===== config.mk =====
export PLATFORM = sky130hd
export DESIGN_NAME = tmw_timer8
export DESIGN_NICKNAME = d
export VERILOG_FILES = /design/src/hdl/tmw_pkg.sv /design/src/hdl/tmw_timer8.sv
export SDC_FILE = /design/constraint.sdc
export NUM_CORES = 1
export LEC_CHECK = 0
export ABC_AREA = 1
export BUFFER_PORTS_ARGS = -buffer_cell sky130_fd_sc_hd__buf_2
export CORE_AREA = 3 3 103 105
export CTS_CLUSTER_DIAMETER = 80
export DETAILED_ROUTE_END_ITERATION = 10
export DIE_AREA = 0 0 106 108
export PLACE_DENSITY = 0.65
export RECOVER_POWER = 50
export SETUP_SLACK_MARGIN = 0.5
export SLEW_MARGIN = 0
export SYNTH_ARGS = -nofsm -noshare
export SYNTH_HDL_FRONTEND = slang
export SYNTH_SLANG_ARGS = --single-unit

===== constraint.sdc =====
create_clock -name clk_in -period 2.85 [get_ports clk_in]
set_input_delay 0.285 -clock clk_in [delete_from_list [all_inputs] [get_ports clk_in]]
set_output_delay 0.285 -clock clk_in [all_outputs]
set_load 0.1 [all_outputs]

===== src/hdl/tmw_pkg.sv =====
// shared constants and carrier types for the 8-bit timer waveform block
package tmw_pkg;
	localparam logic [7:0] TMW_BOTTOM    = 8'h00;
	localparam logic [7:0] TMW_MAX       = 8'hff;
	localparam logic [7:0] TMW_CNT_RST   = 8'h00;
	localparam logic [7:0] TMW_OCR_RST   = 8'h00;
	localparam logic       TMW_WAVE_RST  = 1'b0;
	// prescale divide counts, one per dividing clock_select code (2 to 7)
	localparam logic [9:0] TMW_DIV_8     = 10'h007;
	localparam logic [9:0] TMW_DIV_32    = 10'h01f;
	localparam logic [9:0] TMW_DIV_64    = 10'h03f;
	localparam logic [9:0] TMW_DIV_128   = 10'h07f;
	localparam logic [9:0] TMW_DIV_256   = 10'h0ff;
	localparam logic [9:0] TMW_DIV_1024  = 10'h3ff;
	localparam int         TMW_CHANNELS  = 2;

	typedef enum logic [2:0] {
		TMW_NORMAL  = 3'b000,
		TMW_PC_FF   = 3'b001,
		TMW_CTC     = 3'b010,
		TMW_FAST_FF = 3'b011,
		TMW_RSVD4   = 3'b100,
		TMW_PC_OCRA = 3'b101,
		TMW_RSVD6   = 3'b110,
		TMW_FAST_OC = 3'b111
	} tmw_mode_t;

	// software write of the count register
	typedef struct packed {
		logic       wr;
		logic [7:0] data;
	} tmw_cnt_wr_t;

	// per-channel compare configuration
	typedef struct packed {
		logic       wr;
		logic [7:0] data;
		logic [1:0] action;
		logic       dir_out;
	} tmw_chan_cfg_t;
endpackage


===== src/hdl/tmw_timer8.sv =====
// waveform generation core of an 8-bit timer with two compare channels
`timescale 1ns/1ps
module tmw_timer8 (
	input  wire logic                   clk_in,
	input  wire logic                   resetn_in,
	input  wire logic [2:0]             clock_select_in,
	input  wire logic [2:0]             waveform_mode_select_in,
	input  wire tmw_pkg::tmw_cnt_wr_t   cnt_wr_in,
	input  wire tmw_pkg::tmw_chan_cfg_t chan_a_in,
	input  wire tmw_pkg::tmw_chan_cfg_t chan_b_in,
	input  wire logic                   overflow_clear_in,
	input  wire logic [1:0]             compare_clear_in,
	output logic [7:0]                  counter_value_out,
	output logic [7:0]                  compare_a_value_out,
	output logic [7:0]                  compare_b_value_out,
	output logic                        overflow_flag_out,
	output logic [1:0]                  compare_flag_out,
	output logic [1:0]                  wave_output_out,
	output logic [1:0]                  pin_drive_out,
	output logic [1:0]                  pin_oe_out,
	output logic                        timer_tick_out
);
	import tmw_pkg::*;

	////////////////////////////////////////////////////////////////////////////////
	// prescaler and timer tick

	logic [9:0]  prescale;
	logic [9:0]  div_limit;
	logic        tick;
	tmw_mode_t   mode;

	assign mode = tmw_mode_t'(waveform_mode_select_in);

	// divide limit picked from clock_select; 0 stops and 1 is undivided
	always_comb begin
		case (clock_select_in)
			3'h2:    div_limit = TMW_DIV_8;
			3'h3:    div_limit = TMW_DIV_32;
			3'h4:    div_limit = TMW_DIV_64;
			3'h5:    div_limit = TMW_DIV_128;
			3'h6:    div_limit = TMW_DIV_256;
			3'h7:    div_limit = TMW_DIV_1024;
			default: div_limit = 10'h000;
		endcase
	end

	// free running divider, restarts when stopped so a start is predictable
	always_ff @(posedge clk_in or negedge resetn_in) begin
		if (!resetn_in) begin
			prescale <= 10'h000;
		end else if (clock_select_in == 3'h0 || prescale >= div_limit) begin
			prescale <= 10'h000;
		end else begin
			prescale <= prescale + 10'h001;
		end
	end

	assign tick = (clock_select_in != 3'h0) && (prescale >= div_limit);
	assign timer_tick_out = tick;

	////////////////////////////////////////////////////////////////////////////////
	// mode decode

	logic       is_pwm;
	logic       is_fast;
	logic       is_pc;
	logic [7:0] top;
	logic [7:0] cnt;
	logic       count_down;
	logic       block_match;
	logic [7:0] ocr_act [TMW_CHANNELS];
	logic [7:0] ocr_buf [TMW_CHANNELS];

	// only the mode select shapes counting; action bits are never read here
	assign is_fast = (mode == TMW_FAST_FF) || (mode == TMW_FAST_OC);
	assign is_pc   = (mode == TMW_PC_FF) || (mode == TMW_PC_OCRA);
	assign is_pwm  = is_fast || is_pc;

	// top from the active compare a in the ocra-topped modes
	always_comb begin
		case (mode)
			TMW_CTC, TMW_FAST_OC, TMW_PC_OCRA: top = ocr_act[0];
			default:                           top = TMW_MAX;
		endcase
	end

	////////////////////////////////////////////////////////////////////////////////
	// counter unit

	logic [7:0] next_cnt;
	logic       next_down;

	// next count on a tick; writes are handled with priority in the register
	always_comb begin
		next_cnt  = cnt;
		next_down = count_down;
		if (is_fast) begin
			next_cnt = (cnt == top) ? TMW_BOTTOM : cnt + 8'h01;
		end else if (is_pc) begin
			if (!count_down && cnt >= top) begin
				next_down = 1'b1;
				next_cnt  = (top == TMW_BOTTOM) ? TMW_BOTTOM : cnt - 8'h01;
			end else if (count_down && cnt == TMW_BOTTOM) begin
				next_down = 1'b0;
				next_cnt  = cnt + 8'h01;
			end else begin
				next_cnt = count_down ? cnt - 8'h01 : cnt + 8'h01;
			end
		end else if (mode == TMW_CTC && cnt == top && !block_match) begin
			// a blocked match must not clear either, or a write equal to top is lost
			next_cnt = TMW_BOTTOM;
		end else begin
			next_cnt = cnt + 8'h01;
		end
	end

	// software write beats clear and count, even while stopped
	always_ff @(posedge clk_in or negedge resetn_in) begin
		if (!resetn_in) begin
			cnt        <= TMW_CNT_RST;
			count_down <= 1'b0;
		end else if (cnt_wr_in.wr) begin
			cnt <= cnt_wr_in.data;
			if (!is_pc) begin
				count_down <= 1'b0;
			end
		end else if (tick) begin
			cnt        <= next_cnt;
			count_down <= is_pc ? next_down : 1'b0;
		end
	end

	// a write arms a block that covers the next timer tick
	always_ff @(posedge clk_in or negedge resetn_in) begin
		if (!resetn_in) begin
			block_match <= 1'b0;
		end else if (cnt_wr_in.wr) begin
			block_match <= 1'b1;
		end else if (tick) begin
			block_match <= 1'b0;
		end
	end

	assign counter_value_out = cnt;

	////////////////////////////////////////////////////////////////////////////////
	// overflow flag

	logic ovf_event;

	// set at max in normal/ctc unless ctc clears there at top, at top in fast pwm, at bottom in phase correct
	always_comb begin
		if (is_fast) begin
			ovf_event = tick && !cnt_wr_in.wr && (cnt == top);
		end else if (is_pc) begin
			ovf_event = tick && !cnt_wr_in.wr && count_down && cnt == TMW_BOTTOM;
		end else begin
			ovf_event = tick && !cnt_wr_in.wr && (cnt == TMW_MAX) &&
				!(mode == TMW_CTC && cnt == top);
		end
	end

	// set wins over a clear in the same cycle
	always_ff @(posedge clk_in or negedge resetn_in) begin
		if (!resetn_in) begin
			overflow_flag_out <= 1'b0;
		end else if (ovf_event) begin
			overflow_flag_out <= 1'b1;
		end else if (overflow_clear_in) begin
			overflow_flag_out <= 1'b0;
		end
	end

	////////////////////////////////////////////////////////////////////////////////
	// compare channels

	tmw_chan_cfg_t cfg [TMW_CHANNELS];
	logic          bottom_tick;
	logic          top_tick;

	assign cfg[0] = chan_a_in;
	assign cfg[1] = chan_b_in;

	// buffer update points: top for phase correct, bottom wrap for fast pwm
	assign top_tick    = tick && is_pc && !count_down && cnt >= top;
	assign bottom_tick = tick && is_fast && cnt == top;

	genvar ch;
	generate
		for (ch = 0; ch < TMW_CHANNELS; ch++) begin : g_chan
			logic match;
			logic wave;
			logic next_wave;
			logic up_hit;
			logic pc_down;

			// buffer takes writes; active copy follows at once outside pwm, else at the update point
			always_ff @(posedge clk_in or negedge resetn_in) begin
				if (!resetn_in) begin
					ocr_buf[ch] <= TMW_OCR_RST;
					ocr_act[ch] <= TMW_OCR_RST;
				end else begin
					if (cfg[ch].wr) begin
						ocr_buf[ch] <= cfg[ch].data;
					end
					if (!is_pwm) begin
						ocr_act[ch] <= cfg[ch].wr ? cfg[ch].data : ocr_buf[ch];
					end else if (top_tick || bottom_tick) begin
						ocr_act[ch] <= ocr_buf[ch];
					end
				end
			end

			assign match = tick && !block_match && !cnt_wr_in.wr && cnt == ocr_act[ch];

			// a match at top acts as down-slope, at bottom as up-slope: extremes stay level
			assign pc_down = (count_down || cnt == top) && cnt != TMW_BOTTOM;

			// remembers whether this phase correct up-slope saw its match
			always_ff @(posedge clk_in or negedge resetn_in) begin
				if (!resetn_in) begin
					up_hit <= 1'b0;
				end else if (tick && cnt == TMW_BOTTOM) begin
					up_hit <= match;
				end else if (match && !count_down) begin
					up_hit <= 1'b1;
				end
			end

			// waveform state per mode and action code
			always_comb begin
				next_wave = wave;
				if (is_fast) begin
					if (cfg[ch].action == 2'h1 && ch == 0) begin
						if (match) next_wave = !wave;
					end else if (cfg[ch].action[1]) begin
						// at ocr == top the bottom set and match clear cancel to a level
						if (match && ocr_act[ch] == top) next_wave = !cfg[ch].action[0];
						else if (match) next_wave = cfg[ch].action[0];
						else if (bottom_tick) next_wave = !cfg[ch].action[0];
					end
				end else if (is_pc) begin
					if (cfg[ch].action[1]) begin
						if (match) begin
							next_wave = pc_down ^ cfg[ch].action[0];
						end else if (tick && count_down && cnt == TMW_BOTTOM && !up_hit) begin
							next_wave = count_down ^ cfg[ch].action[0];
						end
					end
				end else if (match) begin
					case (cfg[ch].action)
						2'h1:    next_wave = !wave;
						2'h2:    next_wave = 1'b0;
						2'h3:    next_wave = 1'b1;
						default: next_wave = wave;
					endcase
				end
			end

			always_ff @(posedge clk_in or negedge resetn_in) begin
				if (!resetn_in) begin
					wave <= TMW_WAVE_RST;
				end else begin
					wave <= next_wave;
				end
			end

			// match flag: set wins over clear; ctc sets channel a's at top
			always_ff @(posedge clk_in or negedge resetn_in) begin
				if (!resetn_in) begin
					compare_flag_out[ch] <= 1'b0;
				end else if (match) begin
					compare_flag_out[ch] <= 1'b1;
				end else if (compare_clear_in[ch]) begin
					compare_flag_out[ch] <= 1'b0;
				end
			end

			assign wave_output_out[ch] = wave;
			// pin shows the wave whenever direction out is set, whatever the action
			assign pin_drive_out[ch] = wave;
			assign pin_oe_out[ch]    = cfg[ch].dir_out;

			a_pin_gated: assert property (@(posedge clk_in) disable iff (!resetn_in)
				!cfg[ch].dir_out |-> !pin_oe_out[ch])
				else $error("pin enabled without direction out");
		end
	endgenerate

	assign compare_a_value_out = ocr_buf[0];
	assign compare_b_value_out = ocr_buf[1];

	////////////////////////////////////////////////////////////////////////////////
	// checks

	a_norm_wrap: assert property (@(posedge clk_in) disable iff (!resetn_in)
		(mode == TMW_NORMAL && tick && !cnt_wr_in.wr && cnt == TMW_MAX)
		|=> (cnt == TMW_BOTTOM && overflow_flag_out))
		else $error("normal mode wrap or overflow wrong");
	a_norm_incr: assert property (@(posedge clk_in) disable iff (!resetn_in)
		(mode == TMW_NORMAL && tick && !cnt_wr_in.wr) |=> cnt == $past(cnt) + 8'h01)
		else $error("normal mode did not increment");
	a_ctc_clear: assert property (@(posedge clk_in) disable iff (!resetn_in)
		(mode == TMW_CTC && tick && !cnt_wr_in.wr && !block_match && cnt == ocr_act[0])
		|=> cnt == TMW_BOTTOM)
		else $error("ctc did not clear at compare");
	a_ctc_flag: assert property (@(posedge clk_in) disable iff (!resetn_in)
		(mode == TMW_CTC && tick && !cnt_wr_in.wr && !block_match && cnt == ocr_act[0])
		|=> compare_flag_out[0])
		else $error("ctc compare flag missing");
	a_stop_hold: assert property (@(posedge clk_in) disable iff (!resetn_in)
		(clock_select_in == 3'h0 && !cnt_wr_in.wr) |=> $stable(cnt))
		else $error("counter moved while stopped");
	a_write_wins: assert property (@(posedge clk_in) disable iff (!resetn_in)
		cnt_wr_in.wr |=> cnt == $past(cnt_wr_in.data))
		else $error("count write lost");
	a_fast_wrap: assert property (@(posedge clk_in) disable iff (!resetn_in)
		(is_fast && tick && !cnt_wr_in.wr && cnt == top)
		|=> (cnt == TMW_BOTTOM && overflow_flag_out))
		else $error("fast pwm top handling wrong");
	a_pc_turn: assert property (@(posedge clk_in) disable iff (!resetn_in)
		(is_pc && tick && !cnt_wr_in.wr && !count_down && cnt == top && top != TMW_BOTTOM)
		|=> (count_down && cnt == $past(cnt) - 8'h01))
		else $error("phase correct did not turn at top");
	a_pc_ovf: assert property (@(posedge clk_in) disable iff (!resetn_in)
		(is_pc && tick && !cnt_wr_in.wr && count_down && cnt == TMW_BOTTOM)
		|=> overflow_flag_out)
		else $error("phase correct overflow missing");
	a_tick_rate: assert property (@(posedge clk_in) disable iff (!resetn_in)
		(clock_select_in == 3'h2 && tick) ##1 (clock_select_in == 3'h2) [*7]
		|-> !$past(tick) ##1 (clock_select_in != 3'h2 || tick))
		else $error("divide by 8 tick spacing wrong");
endmodule


==> results.txt <==
The run finished with clean final reports. The smallest clock period supported by the final layout is computed as 2.292 ns. The initial core utilization is 44.52%.

The cell at the root of the clock tree is sky130_fd_sc_hd__clkbuf_8. The worst hold path begins at compare_clear_in[1]. The count of max-cap constraint violations is 0. The worst min-delay path endpoint was compare_flag_out[1]. The die is 106 um wide.

After layout, the worst path uses 80.41% of the clock period. For the total length of routed wires, the log shows 12.76 mm. The leading cell type in the layout, fill and taps excluded was sky130_fd_sc_hd__nand2_1. The worst hold path was traced through 2 stages.

The worst setup path is captured at a flip-flop. The logs give 35 for the number of distinct library cell variants in the gate-level netlist after synthesis and 4654 for the number of vias after detailed routing. Including well taps, the total number of placed cells is 849. The worst-case IR drop observed on VDD is 305.2 uV.

In this run the critical register-to-register path is captured at ocr_act[12]. The total global routing track utilization was 21.58%; the overall die area was 11450 um2. The run gives 3 as the number of H-tree levels.

The post-detailed-route wirelength per cell works out to 14.09 um. Relative to the synthesized area, the layout overhead comes to 32.26%. In this run the worst path has a maximum fanout of 8. The power density of the placed cells came out at 597.4 nW/um2. Detailed placement finished with a half-perimeter wire length of 9.041 mm. Leaving out fill and tap cells, the most frequent cells in the layout are 199 x sky130_fd_sc_hd__nand2_1, 71 x sky130_fd_sc_hd__buf_2, 65 x sky130_fd_sc_hd__inv_1. Sequential elements use 34.08% of the synthesized area.

The critical path is of the reg -> reg type. The first global-routing pass estimated 19.61 mm of wire. The tools report the worst reg2reg path startpoint as ocr_act[12].

The number of antenna violations at the first check in global routing is 0. Measured in cells, the most critical reg-to-reg path has a length of 18. After clock tree synthesis, the clock-pin slew on the worst setup and hold paths is 0.07 ns. Cells with a size suffix above 1 make up 28.85% of the layout. The worst register-to-register path has a setup slack of 0.56 ns. Derived from the worst setup path, the maximum achievable clock frequency is 436.4 MHz. Counting along the longest clock path gives a buffer depth of 2. The tools report the via count of the first global-routing pass as 4151.

Setup repair after global routing could not meet its margin everywhere. After global routing the overflow that remains totals 0. The source-to-sink clock delay at the later pin of the worst-skew pair was 0.35 ns. The first-pass iteration count of the detailed router was 7.

STA classifies the critical path startpoint as a flip-flop. The signal arrival time at the worst endpoint is 2.56 ns, and the final weighted congestion in routability-driven placement is 0.9230. Dividing the synthesized area by the synthesized cell count gives 6.583 um2.

For the leakage power, the log shows 2.936 nW. The run gives 58.89% as the final cell utilization of the core. Measured against its own limit, the worst slew margin works out to 26.69%. The synthesis-stage register bit count is 59. Across the routed clock network, the largest skew measured is 0.01210 ns.

The final max-slew violation count was 0. Setup violations remaining at the end of the flow were counted as 0. Placement row count: 36. The number of nets with antenna violations after routing is 0. The die height came out at 108 um. Hold is met by 0.1071 ns. The most critical setup path has its startpoint at ocr_act[12]. The run gives 59 as the CTS sink count. The post-synthesis net count is 726, and the total negative slack for setup checks is 0 ns. The net count of the finished layout is 836. The tools report the hold violation count in the final report as 0. The worst hold path belongs to the class in -> reg. Clock tree synthesis inserted a total of 9 buffers. Post-synthesis cell count: 658.

Excluding fillers, the count of instances in the completed layout stands at 906. In the routed design, unresolved DRC markers number 0. Data required time at the worst endpoint: 3.12 ns.

The core region is 9729 um2. In the synthesized netlist the dominant register cell turns out to be sky130_fd_sc_hd__dfrtp_1. The detail-routed via count per cell came out at 5.137.

For the pin with the worst max-slew slack, the measured transition is 1.100 ns. The run gives 0 as the final antenna diode count. The share of async-settable or async-resettable flops after synthesis works out to 100.0%. The run gives 4332 um2 as the mapped cell area. TritonCTS built the clock tree. The largest net degree at the start of global routing is 42, and the number of I/O port buffers is 73. In this run, synthesis inferred 0 flip-flops with an integrated enable.

During synthesis, Yosys emitted a total of 0 warnings. 78 I/O pins were placed. The initial detailed-routing violation count was 276.
==> critical path: stages, from the launching register on <==
cell and delay, ns:
sky130_fd_sc_hd__dfrtp_1 0.40, sky130_fd_sc_hd__inv_2 0.08, sky130_fd_sc_hd__nand2_1 0.10, sky130_fd_sc_hd__inv_2 0.04
sky130_fd_sc_hd__ha_1 0.28, sky130_fd_sc_hd__nand2_2 0.07, sky130_fd_sc_hd__nor2_4 0.09, sky130_fd_sc_hd__nand2_2 0.07
sky130_fd_sc_hd__inv_2 0.07, sky130_fd_sc_hd__nor2_1 0.04, sky130_fd_sc_hd__nand2_1 0.07, sky130_fd_sc_hd__nand2_2 0.08
sky130_fd_sc_hd__nor2_1 0.11, sky130_fd_sc_hd__inv_1 0.08, sky130_fd_sc_hd__o211ai_4 0.21, sky130_fd_sc_hd__buf_6 0.16
sky130_fd_sc_hd__buf_12 0.12, sky130_fd_sc_hd__nand2_1 0.06, sky130_fd_sc_hd__o21ai_1 0.09
==> cells by family after synthesis <==
group                    synth area share [%]
flip-flops                              34.08
AND/OR/NAND/NOR                         33.22
AO/OA/AOI/OAI                           13.20
adder cells (fa/ha/maj)                 6.932
XOR/XNOR                                2.022
buffers and inverters                   10.54
==> stage by stage <==
| stage | power [mW] | area, um2 | worst slack, ns |
|---|---|---|---|
| after detailed placement | 2.232 | 4842 | 0.2076 |
| after global routing | 3.619 | 5729 | 0.3158 |
| after CTS | 3.234 | 5238 | 0.5075 |
| after global placement | 2.203 | 4842 | 0.2588 |
| final | 3.423 | 5729 | 0.5583 |
| after floorplan | 1.976 | 4372 | 0.5020 |
==> cell type report <==
cell class / count / area [um2]
clock inverters: 4 / 97.59
well taps: 133 / 166.4
flip-flops and latches: 59 / 1489
inverters: 92 / 356.6
multi-input cells: 487 / 2675
clock buffers: 12 / 145.1
fillers: 938 / 4000
repair buffers: 119 / 799.5
==> layer usage <==
metal / part of all wire, % / track usage (%)
met4: 2.4 / 7.956
met2: 49 / 36.89
met3: 5.7 / 3.821
met5: 0 / 0
met1: 43 / 27.52
==> where the power goes <==
group / switching (mW) / internal [mW] / leakage, nW
combinational: 0.929 / 0.453 / 2.09
sequential: 0.133 / 0.950 / 0.734
clock: 0.353 / 0.606 / 0.117
==> how the worst max path moves through the flow <==
| stage | end | slack [ns] | cells after the start |
|---|---|---|---|
| 6_report | ocr_act[12] | 0.56 | 18 |
| 5_1_grt | counter_value_out[6] | 0.32 | 3 |
| 4_1_cts | timer_tick_out | 0.51 | 8 |
| 3_5_place_dp | ocr_act[3] | 0.21 | 20 |
| 3_3_place_gp | counter_value_out[2] | 0.26 | 18 |
| 2_1_floorplan | counter_value_out[6] | 0.50 | 15 |
==> sequential cells by signal, indices dropped and copies added (netlist names), 2 cells and up <==
signal,flops
compare_flag_out,2
counter_value_out,8
compare_a_value_out,8
ocr_act,16
g_chan.wave,2
prescale,10
g_chan.up_hit,2
compare_b_value_out,8
==> Yosys cell counts (3+ instances only) <==
cell / count / area [um2]
sky130_fd_sc_hd__clkbuf_1: 7 / 26.28
sky130_fd_sc_hd__nor2_2: 3 / 18.77
sky130_fd_sc_hd__a21oi_1: 22 / 110.1
sky130_fd_sc_hd__o22ai_1: 5 / 31.28
sky130_fd_sc_hd__dfrtp_1: 59 / 1476
sky130_fd_sc_hd__o21ai_1: 9 / 45.04
sky130_fd_sc_hd__o21ai_0: 61 / 305.3
sky130_fd_sc_hd__xor2_1: 8 / 70.07
sky130_fd_sc_hd__nand2_1: 224 / 840.8
sky130_fd_sc_hd__buf_2: 5 / 25.02
sky130_fd_sc_hd__nor4_1: 3 / 18.77
sky130_fd_sc_hd__nor3_1: 6 / 30.03
sky130_fd_sc_hd__ha_1: 24 / 300.3
sky130_fd_sc_hd__nand4_1: 4 / 25.02
sky130_fd_sc_hd__inv_1: 81 / 304.0
sky130_fd_sc_hd__inv_2: 11 / 41.29
sky130_fd_sc_hd__nand3_1: 40 / 200.2
sky130_fd_sc_hd__nor3b_1: 6 / 45.04
sky130_fd_sc_hd__buf_4: 8 / 60.06
sky130_fd_sc_hd__nor2_1: 53 / 198.9
==> repair_timing <==
action,4_1_cts,5_1_grt
cloned,1,2
hold buffers,1,0
buffers inserted,9,28
pin swaps,4,16
endpoints found under the setup margin,21,29
endpoints found under the hold margin,16,0
resized for setup,14,71
(Power assumes the default switching activity.)
